$ cat config.mk
export PLATFORM = sky130hd
export DESIGN_NAME = ecc_capture_compare
export DESIGN_NICKNAME = d
export VERILOG_FILES = /design/src/ecc_capture_compare.v
export VERILOG_INCLUDE_DIRS = /design/src /design/src/src
export SDC_FILE = /design/constraint.sdc
export NUM_CORES = 1
export LEC_CHECK = 0
export ABC_CLOCK_PERIOD_IN_PS = 6600
export BUFFER_PORTS_ARGS = -buffer_cell sky130_fd_sc_hd__buf_4
export CORE_MARGIN = 2
export CORE_UTILIZATION = 33
export CTS_BUF_LIST = sky130_fd_sc_hd__clkbuf_16
export DETAILED_ROUTE_END_ITERATION = 12
export PLACE_DENSITY = 0.54
export SYNTH_ARGS = -nofsm -noshare
export SYNTH_HDL_FRONTEND = slang
export SYNTH_SLANG_ARGS = --single-unit
$ cat constraint.sdc
create_clock -name MCLK_IN -period 6.6 [get_ports MCLK_IN]
set_input_delay 1.98 -clock MCLK_IN [delete_from_list [all_inputs] [get_ports MCLK_IN]]
set_output_delay 1.98 -clock MCLK_IN [all_outputs]
set_load 0.005 [all_outputs]
$ cat src/ecc_defs.vh
/*
 * constants for the encoder capture/compare block: register offsets,
 * field positions, reset values, mode codes and timing counts.
 * assumes inclusion by bare name from the design file and both bench files that use it.
 */
`ifndef ECC_DEFS_VH
`define ECC_DEFS_VH

// register byte offsets (one 32-bit word each)
`define ECC_REG_CTRL      6'h00
`define ECC_REG_FILT      6'h04
`define ECC_REG_COUNT     6'h08
`define ECC_REG_CAPT      6'h0c
`define ECC_REG_CMPPOS    6'h10
`define ECC_REG_CMPPER    6'h14
`define ECC_REG_CMPCFG    6'h18
`define ECC_REG_STATUS    6'h1c
`define ECC_REG_MASK      6'h20
`define ECC_REG_PINS      6'h24
`define ECC_REG_BUFPOS    6'h28
`define ECC_ADDR_W        6

// ctrl fields
`define ECC_CTRL_CAP_EN   0
`define ECC_CTRL_SHD_EN   1
`define ECC_CTRL_CAP_LO   2
`define ECC_CTRL_CAP_HI   3
`define ECC_CTRL_SHD_CLR  4
`define ECC_CTRL_IDX_CLR  5

// compare config fields
`define ECC_CFG_MODE_LO   0
`define ECC_CFG_MODE_HI   1
`define ECC_CFG_ACT_LO    2
`define ECC_CFG_ACT_HI    3
`define ECC_CFG_ARM       4
`define ECC_CFG_PRESET    5
`define ECC_CFG_PRE_LVL   6
`define ECC_CFG_OPEN_COL  7
`define ECC_CFG_FORCE     8
`define ECC_CFG_FORCE_LVL 9
`define ECC_CFG_TRIG_EN   10

// status bits
`define ECC_ST_CAPT       0
`define ECC_ST_CMP        1
`define ECC_ST_SHD        2
`define ECC_ST_INDEX      3
`define ECC_ST_W          4

// capture conditions
`define ECC_CAP_LOW       2'h0
`define ECC_CAP_HIGH      2'h1
`define ECC_CAP_RISE      2'h2
`define ECC_CAP_FALL      2'h3

// compare position modes
`define ECC_MODE_ABS      2'h0
`define ECC_MODE_REL      2'h1
`define ECC_MODE_PER      2'h2
`define ECC_MODE_BUF      2'h3

// compare output actions
`define ECC_ACT_SET       2'h0
`define ECC_ACT_CLR       2'h1
`define ECC_ACT_TOG       2'h2
`define ECC_ACT_PULSE     2'h3

// reset values
`define ECC_FILT_RST      32'h0000_0003
`define ECC_CFG_RST       32'h0000_0000

// timing
`define ECC_CLK_NS        8
`define ECC_TRIG_PULSE_NS 200
`define ECC_TRIG_CYC      ((`ECC_TRIG_PULSE_NS + `ECC_CLK_NS - 1) / `ECC_CLK_NS)

`endif

$ cat src/ecc_capture_compare.v
/*
 * encoder capture/compare block: filtered quadrature counter, trigger
 * capture, shutdown detection, position compare output, wishbone slave.
 * assumes a single 125 mhz clock and asynchronous pin inputs.
 */
// Decided for this implementation: the Wishbone slave port and the address map.
`timescale 1ns/1ps
`include "ecc_defs.vh"

module ecc_capture_compare #(
    parameter FILT_W = 8,
    parameter BUF_DEPTH = 4,
    parameter BUF_AW = 2
) (
    input wire MCLK_IN,
    input wire RST_IN,
    input wire WB_CYC_IN,
    input wire WB_STB_IN,
    input wire WB_WE_IN,
    input wire [`ECC_ADDR_W-1:0] WB_ADR_IN,
    input wire [3:0] WB_SEL_IN,
    input wire [31:0] WB_DAT_IN,
    output reg [31:0] WB_DAT_OUT,
    output reg WB_ACK_OUT,
    input wire ENC_A_IN,
    input wire ENC_B_IN,
    input wire ENC_IDX_IN,
    input wire TRIG_IN,
    input wire SHDN_IN,
    output reg CMP_OUT,
    output reg CMP_OE_N_OUT,
    output reg TRIG_BUS_OUT,
    output reg DRV_DISABLE_OUT,
    output reg SERVO_ZERO_OUT,
    output reg STEP_HALT_OUT,
    output reg IRQ_OUT
);

    // ************************************************************
    // input synchronisers and filters
    // ************************************************************
    reg [4:0] sync1_q;
    reg [4:0] sync2_q;
    always @(posedge MCLK_IN) begin
        if (RST_IN) begin
            sync1_q <= 5'h1f;
            sync2_q <= 5'h1f;
        end else begin
            sync1_q <= {SHDN_IN, TRIG_IN, ENC_IDX_IN, ENC_B_IN, ENC_A_IN};
            sync2_q <= sync1_q;
        end
    end

    reg [31:0] filt_q;
    wire [FILT_W-1:0] filt_len = filt_q[FILT_W-1:0];
    wire [2:0] filt_out;

    // each of a, b, index must hold a new level filt_len+1 cycles
    genvar gi;
    generate
        for (gi = 0; gi < 3; gi = gi + 1) begin : g_filt
            reg [FILT_W-1:0] cnt_q;
            reg lvl_q;
            always @(posedge MCLK_IN) begin
                if (RST_IN) begin
                    cnt_q <= {FILT_W{1'b0}};
                    lvl_q <= 1'b1;
                end else if (sync2_q[gi] == lvl_q) begin
                    cnt_q <= {FILT_W{1'b0}};
                end else if (cnt_q >= filt_len) begin
                    cnt_q <= {FILT_W{1'b0}};
                    lvl_q <= sync2_q[gi];
                end else begin
                    cnt_q <= cnt_q + {{(FILT_W-1){1'b0}}, 1'b1};
                end
            end
            assign filt_out[gi] = lvl_q;
        end
    endgenerate

    // ************************************************************
    // quadrature counter
    // ************************************************************
    reg [1:0] ab_q;
    reg idx_q;
    reg [31:0] count_q;
    wire [1:0] ab = filt_out[1:0];
    // x4 decode: a leading b counts up, b leading a counts down
    wire step_up = (ab_q == 2'b00 && ab == 2'b01) || (ab_q == 2'b01 && ab == 2'b11) ||
                   (ab_q == 2'b11 && ab == 2'b10) || (ab_q == 2'b10 && ab == 2'b00);
    wire step_dn = (ab_q == 2'b00 && ab == 2'b10) || (ab_q == 2'b10 && ab == 2'b11) ||
                   (ab_q == 2'b11 && ab == 2'b01) || (ab_q == 2'b01 && ab == 2'b00);
    // index only flags an event; counting never needs it
    wire idx_rise = filt_out[2] & ~idx_q;

    // ************************************************************
    // bus decode
    // ************************************************************
    wire bus_req = WB_CYC_IN & WB_STB_IN & ~WB_ACK_OUT;
    // writes land at the edge where the master samples ack high
    wire bus_wr = WB_CYC_IN & WB_STB_IN & WB_ACK_OUT & WB_WE_IN;
    wire bus_rd = bus_req & ~WB_WE_IN;
    wire [31:0] be = {{8{WB_SEL_IN[3]}}, {8{WB_SEL_IN[2]}}, {8{WB_SEL_IN[1]}},
                      {8{WB_SEL_IN[0]}}};
    wire wr_ctrl = bus_wr && WB_ADR_IN == `ECC_REG_CTRL;
    wire wr_filt = bus_wr && WB_ADR_IN == `ECC_REG_FILT;
    wire wr_count = bus_wr && WB_ADR_IN == `ECC_REG_COUNT;
    wire wr_pos = bus_wr && WB_ADR_IN == `ECC_REG_CMPPOS;
    wire wr_per = bus_wr && WB_ADR_IN == `ECC_REG_CMPPER;
    wire wr_cfg = bus_wr && WB_ADR_IN == `ECC_REG_CMPCFG;
    wire wr_mask = bus_wr && WB_ADR_IN == `ECC_REG_MASK;
    wire wr_buf = bus_wr && WB_ADR_IN == `ECC_REG_BUFPOS;
    wire rd_status = bus_rd && WB_ADR_IN == `ECC_REG_STATUS;

    reg [31:0] ctrl_q;
    reg [31:0] cmppos_q;
    reg [31:0] cmpper_q;
    reg [31:0] cfg_q;
    reg [3:0] mask_q;
    reg [31:0] capt_q;
    reg [31:0] target_q;
    reg armed_q;
    reg [3:0] status_q;
    reg trig_prev_q;
    reg shd_prev_q;
    reg shd_q;
    reg [31:0] buf_mem [0:BUF_DEPTH-1];
    reg [BUF_AW:0] buf_cnt_q;
    reg [BUF_AW-1:0] buf_rd_q;
    reg [BUF_AW-1:0] buf_wr_q;
    reg [7:0] pulse_q;
    reg [7:0] trig_pulse_q;
    localparam [31:0] TRIG_CYC_W = `ECC_TRIG_CYC;
    wire [7:0] trig_cyc = TRIG_CYC_W[7:0];

    wire [31:0] ctrl_d = (ctrl_q & ~be) | (WB_DAT_IN & be);
    wire [31:0] cfg_d = (cfg_q & ~be) | (WB_DAT_IN & be);

    // ************************************************************
    // capture and shutdown
    // ************************************************************
    wire trig = sync2_q[3];
    wire [1:0] cap_sel = ctrl_q[`ECC_CTRL_CAP_HI:`ECC_CTRL_CAP_LO];
    reg cap_hit;
    always @* begin
        case (cap_sel)
            `ECC_CAP_LOW: cap_hit = ~trig;
            `ECC_CAP_HIGH: cap_hit = trig;
            `ECC_CAP_RISE: cap_hit = trig & ~trig_prev_q;
            `ECC_CAP_FALL: cap_hit = ~trig & trig_prev_q;
            default: cap_hit = 1'b0;
        endcase
    end
    wire cap_ev = ctrl_q[`ECC_CTRL_CAP_EN] & cap_hit;
    // edge only, a standing high level never trips it
    wire shd_ev = ctrl_q[`ECC_CTRL_SHD_EN] & sync2_q[4] & ~shd_prev_q;

    // ************************************************************
    // compare engine
    // ************************************************************
    wire [1:0] mode = cfg_q[`ECC_CFG_MODE_HI:`ECC_CFG_MODE_LO];
    wire [1:0] act = cfg_q[`ECC_CFG_ACT_HI:`ECC_CFG_ACT_LO];
    wire arm_wr = wr_cfg & WB_SEL_IN[0] & WB_DAT_IN[`ECC_CFG_ARM];
    wire cmp_hit = armed_q && count_q == target_q;
    wire buf_full = buf_cnt_q == BUF_DEPTH;
    wire buf_empty = buf_cnt_q == {(BUF_AW+1){1'b0}};
    wire buf_pop = cmp_hit && mode == `ECC_MODE_BUF && !buf_empty;
    wire buf_push = wr_buf && !buf_full;

    reg [31:0] arm_target;
    always @* begin
        case (WB_DAT_IN[`ECC_CFG_MODE_HI:`ECC_CFG_MODE_LO])
            `ECC_MODE_REL: arm_target = count_q + cmppos_q;
            `ECC_MODE_BUF: arm_target = buf_mem[buf_rd_q];
            default: arm_target = cmppos_q;
        endcase
    end

    // next compare level; the pin enable follows it at the same edge
    reg cmp_d;
    reg [7:0] pulse_d;
    always @* begin
        cmp_d = CMP_OUT;
        pulse_d = pulse_q;
        if (wr_cfg && WB_SEL_IN[1] && WB_DAT_IN[`ECC_CFG_FORCE]) begin
            cmp_d = WB_DAT_IN[`ECC_CFG_FORCE_LVL];
            pulse_d = 8'h00;
        end else if (wr_cfg && WB_SEL_IN[0] && WB_DAT_IN[`ECC_CFG_PRESET]) begin
            cmp_d = WB_DAT_IN[`ECC_CFG_PRE_LVL];
            pulse_d = 8'h00;
        end else if (cmp_hit) begin
            case (act)
                `ECC_ACT_SET: cmp_d = 1'b1;
                `ECC_ACT_CLR: cmp_d = 1'b0;
                `ECC_ACT_TOG: cmp_d = ~CMP_OUT;
                `ECC_ACT_PULSE: begin
                    cmp_d = ~cfg_q[`ECC_CFG_PRE_LVL];
                    pulse_d = trig_cyc;
                end
                default: cmp_d = CMP_OUT;
            endcase
        end else if (pulse_q == 8'h01) begin
            cmp_d = cfg_q[`ECC_CFG_PRE_LVL];
            pulse_d = 8'h00;
        end else if (pulse_q != 8'h00) begin
            pulse_d = pulse_q - 8'h01;
        end
    end
    wire oc_d = wr_cfg ? cfg_d[`ECC_CFG_OPEN_COL] : cfg_q[`ECC_CFG_OPEN_COL];

    always @(posedge MCLK_IN) begin
        if (RST_IN) begin
            ab_q <= 2'b11;
            idx_q <= 1'b1;
            count_q <= 32'h0000_0000;
            ctrl_q <= 32'h0000_0000;
            filt_q <= `ECC_FILT_RST;
            cmppos_q <= 32'h0000_0000;
            cmpper_q <= 32'h0000_0000;
            cfg_q <= `ECC_CFG_RST;
            mask_q <= 4'h0;
            capt_q <= 32'h0000_0000;
            target_q <= 32'h0000_0000;
            armed_q <= 1'b0;
            status_q <= 4'h0;
            trig_prev_q <= 1'b1;
            shd_prev_q <= 1'b1;
            shd_q <= 1'b0;
            buf_cnt_q <= {(BUF_AW+1){1'b0}};
            buf_rd_q <= {BUF_AW{1'b0}};
            buf_wr_q <= {BUF_AW{1'b0}};
            pulse_q <= 8'h00;
            trig_pulse_q <= 8'h00;
            CMP_OUT <= 1'b0;
            CMP_OE_N_OUT <= 1'b0;
            TRIG_BUS_OUT <= 1'b0;
            DRV_DISABLE_OUT <= 1'b0;
            SERVO_ZERO_OUT <= 1'b0;
            STEP_HALT_OUT <= 1'b0;
            IRQ_OUT <= 1'b0;
            WB_ACK_OUT <= 1'b0;
            WB_DAT_OUT <= 32'h0000_0000;
        end else begin
            ab_q <= ab;
            idx_q <= filt_out[2];
            trig_prev_q <= trig;
            shd_prev_q <= sync2_q[4];
            if (wr_count) begin
                count_q <= (count_q & ~be) | (WB_DAT_IN & be);
            end else if (step_up) begin
                count_q <= count_q + 32'h0000_0001;
            end else if (step_dn) begin
                count_q <= count_q - 32'h0000_0001;
            end
            if (wr_ctrl) begin
                ctrl_q <= ctrl_d & ~(32'h1 << `ECC_CTRL_SHD_CLR);
            end
            if (wr_filt) begin
                filt_q <= (filt_q & ~be) | (WB_DAT_IN & be);
            end
            if (wr_pos) begin
                cmppos_q <= (cmppos_q & ~be) | (WB_DAT_IN & be);
            end
            if (wr_per) begin
                cmpper_q <= (cmpper_q & ~be) | (WB_DAT_IN & be);
            end
            if (wr_cfg) begin
                cfg_q <= cfg_d & ~(32'h1 << `ECC_CFG_ARM) & ~(32'h1 << `ECC_CFG_PRESET);
            end
            if (wr_mask && WB_SEL_IN[0]) begin
                mask_q <= WB_DAT_IN[`ECC_ST_W-1:0];
            end
            // capture latches the live count; status alone serves as latched input
            if (cap_ev) begin
                capt_q <= count_q;
            end
            // buffered positions queue
            if (buf_push) begin
                buf_mem[buf_wr_q] <= WB_DAT_IN;
                buf_wr_q <= buf_wr_q + {{(BUF_AW-1){1'b0}}, 1'b1};
            end
            if (buf_pop) begin
                buf_rd_q <= buf_rd_q + {{(BUF_AW-1){1'b0}}, 1'b1};
            end
            if (buf_push && !buf_pop) begin
                buf_cnt_q <= buf_cnt_q + {{BUF_AW{1'b0}}, 1'b1};
            end else if (buf_pop && !buf_push) begin
                buf_cnt_q <= buf_cnt_q - {{BUF_AW{1'b0}}, 1'b1};
            end
            // arming and re-arming
            if (arm_wr) begin
                target_q <= arm_target;
                armed_q <= 1'b1;
            end else if (cmp_hit) begin
                if (mode == `ECC_MODE_PER) begin
                    target_q <= target_q + cmpper_q;
                end else if (mode == `ECC_MODE_BUF && buf_cnt_q > 1) begin
                    target_q <= buf_mem[buf_rd_q + {{(BUF_AW-1){1'b0}}, 1'b1}];
                end else begin
                    armed_q <= 1'b0;
                end
            end
            // compare output level
            CMP_OUT <= cmp_d;
            pulse_q <= pulse_d;
            // open-collector drives only low; enable low while driving
            CMP_OE_N_OUT <= oc_d & cmp_d;
            if (cmp_hit && cfg_q[`ECC_CFG_TRIG_EN]) begin
                trig_pulse_q <= trig_cyc;
                TRIG_BUS_OUT <= 1'b1;
            end else if (trig_pulse_q > 8'h01) begin
                trig_pulse_q <= trig_pulse_q - 8'h01;
            end else begin
                trig_pulse_q <= 8'h00;
                TRIG_BUS_OUT <= 1'b0;
            end
            // shutdown holds until software clears it
            if (shd_ev) begin
                shd_q <= 1'b1;
            end else if (wr_ctrl && WB_SEL_IN[0] && WB_DAT_IN[`ECC_CTRL_SHD_CLR]) begin
                shd_q <= 1'b0;
            end
            DRV_DISABLE_OUT <= shd_q | shd_ev;
            SERVO_ZERO_OUT <= shd_q | shd_ev;
            STEP_HALT_OUT <= shd_q | shd_ev;
            // sticky status: set wins over read clear
            status_q <= (rd_status ? 4'h0 : status_q) |
                        {idx_rise, shd_ev, cmp_hit, cap_ev};
            IRQ_OUT <= |(status_q & mask_q);
            // classic wishbone: ack one cycle after the strobe
            WB_ACK_OUT <= bus_req;
            if (bus_rd) begin
                case (WB_ADR_IN)
                    `ECC_REG_CTRL: WB_DAT_OUT <= ctrl_q;
                    `ECC_REG_FILT: WB_DAT_OUT <= filt_q;
                    `ECC_REG_COUNT: WB_DAT_OUT <= count_q;
                    `ECC_REG_CAPT: WB_DAT_OUT <= capt_q;
                    `ECC_REG_CMPPOS: WB_DAT_OUT <= cmppos_q;
                    `ECC_REG_CMPPER: WB_DAT_OUT <= cmpper_q;
                    `ECC_REG_CMPCFG: WB_DAT_OUT <= {cfg_q[31:1], armed_q};
                    `ECC_REG_STATUS: WB_DAT_OUT <= {27'h0, shd_q, status_q};
                    `ECC_REG_MASK: WB_DAT_OUT <= {28'h0, mask_q};
                    `ECC_REG_PINS: WB_DAT_OUT <= {26'h0, CMP_OUT, sync2_q[4:3], filt_out};
                    `ECC_REG_BUFPOS: WB_DAT_OUT <= {{(32-BUF_AW-1){1'b0}}, buf_cnt_q};
                    default: WB_DAT_OUT <= 32'h0000_0000;
                endcase
            end
        end
    end

endmodule

==> flow_metrics.tcl <==
set metrics [dict create \
    ff2ff_setup_slack_ns 2.14 \
    clkPwrFrac_pct 43.1 \
    path_cells "xor2_1 -> nand2_1 -> buf_4 -> ha_1 -> a21o_1 -> a21o_1 -> a21o_1 -> a311o_1 -> a31oi_1 -> o21ai_1 -> and4_1 -> a2111oi_4 -> xor2_1 -> o32ai_1" \
    relSlewSlack_pct 14.4 \
    post-route-util_pct 37.4 \
    worstPathRequired_ns 7.09 \
    synthTopCellsByCount "369 x nand2_1, 368 x dfxtp_1, 295 x a21oi_1" \
    placed_area_um2 29000 \
    synth_adder_area_share_pct 6.27 \
    p_int_uw 4980 \
    synthCells 2970 \
    p_comb_share_pct 8.7 \
    arrival_ns 4.95 \
    end_kind "flip-flop" \
    clockBufferDepth 3 \
    path_clk_slew_ns 0.07 \
    cts_resized 0 \
    synth_top_family_by_area "compound AO/OA/AOI/OAI gates" \
    timing.hold.ws_ns 0.407 \
    final.min_clock_period_ns 4.46 \
    synth_flop_cell "dfxtp_1" \
    criticalPathCategory "reg2reg" \
    ant_nets 0 \
    fmax_mhz 224 \
    clockRootBuffer "clkbuf_16" \
    finalWeightedCongestion 0.926 \
    port_buffers 91 \
    synthesis.nets 3157 \
    min_to "sync2_q[0]" \
    wl_per_cell_um 23.1 \
    synth_compound_area_share_pct 19.5 \
    outcome "completed" \
    dp_slack_ns 1.57 \
    synth_top_area_cell "dfxtp_1" \
    initial_core_util_pct 33.3 \
    placementRows 105 \
    cpMostUsedCell "a21o_1" \
    crit_fanout 26 \
    max_stage_delay_ns 0.49 \
    gr-usage-all-layers_pct 21.8 \
    p_per_area_nw_per_um2 219 \
    postLayoutCellArea_um2 30700 \
    yosys.cell_count.top_type "nand2_1" \
    viasPerCell 5.73 \
    clock_sinks 496 \
    dieArea_um2 85000 \
    crit_slowest_cell "dfxtp_1" \
    grt_pass1_vias 22300 \
    netSwitchingPower_uw 1730 \
    core_area_um2 82000 \
    antenna_found_initial 1 \
    cts_hold_buf 0 \
    grt_pass1_wl_mm 143 \
    p_leak_uw 0.0119 \
    drtIter0Drc 2148 \
    critPathTopFamily "compound AO/OA/AOI/OAI gates" \
    hold_class "reg2reg" \
    yosys_warnings 0 \
    post-route-drc-count 0 \
    synth-seq-cells 496 \
    nets 3173 \
    numCtsBuffers 55 \
    synth-simple-area-share_pct 16.6 \
    grt_max_degree 150 \
    cts_tree "yes" \
    n_antenna_cell 0 \
    firstDrtPassIters 9 \
    setup_violations 0 \
    synth_area_leaders "dfxtp_1 27%, edfxtp_1 14%, ha_1 6.1%, a21oi_1 5.4%, mux4_2 5.4%" \
    fin_ws_ns 2.14 \
    grt-ovfl-total 0 \
    clk-insertion-delay-late_ns 0.64 \
    die_h_um 292 \
    cap_violations 0 \
    synthMuxAreaShare_pct 8.94 \
    multiInputGateArea_um2 15300 \
    nFillCells 8465 \
    slew_viol_final 0 \
    finalSetupTns_ns 0 \
    hold_viol 0 \
    synth_edf_count 128 \
    tightest_slew_ns 1.28 \
    routed_wl_mm 94.7 \
    p_seq_share_pct 48.2 \
    synth.cell_area_um2 27300 \
    syn_avg_cell_area_um2 9.19 \
    h-tree-depth 2 \
    whs_path_depth 1 \
    drive_above_1_share_pct 10.9 \
    rsz0062_at_grt "no" \
    layout_worst_path_cycle_share_pct 67.6 \
    cts_setup_buffers 0 \
    path_buf_inv 1 \
    postSynth.asyncResetShare_pct 0 \
    ff2ff_path_depth 14 \
    irDropWorstVdd_mv 0.181 \
    hpwlAfterDp_mm 67.3 \
    reg2reg_from "g_filt[0].lvl_q" \
    switching_share_pct 25.8 \
    synth_top_area_share_pct 27.0 \
    worstSetupStartpointType "flip-flop" \
    ios 92 \
    vias 23500 \
    hp-start "sync1_q[0]" \
    die_w_um 292 \
    yosysSeqAreaShare_pct 41.1 \
    synth_cell_types 89 \
    area_growth_pct 12.5 \
    synthXorXnorAreaFrac_pct 4.53 \
    register_area_um2 11200 \
    fin_skew_ns 0.0383 \
]
worst max-delay path by stage:
stage	startpoint	to	cells past startpoint
final	g_filt[0].lvl_q	flip-flop	14
after detailed placement	WB_ADR_IN[3]	buf_mem[0][19]	6
after global placement	WB_ADR_IN[3]	buf_mem[2][18]	6
after global routing	g_filt[0].lvl_q	flip-flop	14
after CTS	g_filt[0].lvl_q	flip-flop	14
after floorplan	WB_ADR_IN[1]	buf_mem[0][0]	5
stage by stage:
step           total power [uW]  cells
2_1_floorplan              3680   2970
3_3_place_gp               3880   3999
3_5_place_dp               3880   3999
4_1_cts                    6780   4094
5_1_grt                    6960   4094
6_report                   6720   4094
power groups by stage:
| stage | logic [uW] | registers [uW] | clock network [uW] |
|---|---|---|---|
| floorplan | 391 | 3290 | 0 |
| global placement | 578 | 3300 | 0 |
| detailed placement | 580 | 3300 | 0 |
| CTS | 581 | 3240 | 2960 |
| global route | 645 | 3250 | 3070 |
| finish | 581 | 3240 | 2900 |
layout by cell type, fill, tap and decap left out, types with 44 or more instances in the layout:
cell / instances
xnor2_1: 64
a21oi_1: 295
nor2_1: 206
inv_1: 51
xor2_1: 77
dfxtp_1: 365
o211ai_1: 44
a21o_1: 79
nand3_1: 206
buf_4: 128
mux2i_1: 93
edfxtp_1: 128
mux4_2: 65
ha_1: 132
o21ai_0: 159
clkbuf_16: 55
a221oi_1: 45
nand2_1: 368
final cells by class:
type | instances | area share, %
inverters | 43 | 0.526
clock buffers | 55 | 4.49
repair buffers | 130 | 3.25
clock inverters | 40 | 0.881
well taps | 1070 | 4.36
flip-flops and latches | 496 | 36.6
multi-input cells | 2260 | 49.9
worst register-to-register path, cell delays in order, from the launching register on:
cell and delay (ns):
dfxtp_1 0.49, xor2_1 0.27, nand2_1 0.36, buf_4 0.37, ha_1 0.41, a21o_1 0.20
a21o_1 0.16, a21o_1 0.19, a311o_1 0.35, a31oi_1 0.37, o21ai_1 0.26, and4_1 0.30
a2111oi_4 0.34, xor2_1 0.17, o32ai_1 0.10
per-layer routing:
layer,up-vias,global-route usage (%),part of all wire [%]
li1,11100,-,-
met1,11400,28.3,42
met3,207,2.96,5.6
met4,2,9.43,4.6
met5,-,0,0.014
met2,751,36.3,47
logic make-up after synthesis:
family	Yosys count
buffers and inverters	214
XOR/XNOR	141
adder cells (fa/ha/maj)	135
multiplexers	162
flip-flops	496
AO/OA/AOI/OAI	833
AND/OR/NAND/NOR	989
(Power assumes the default switching activity.)
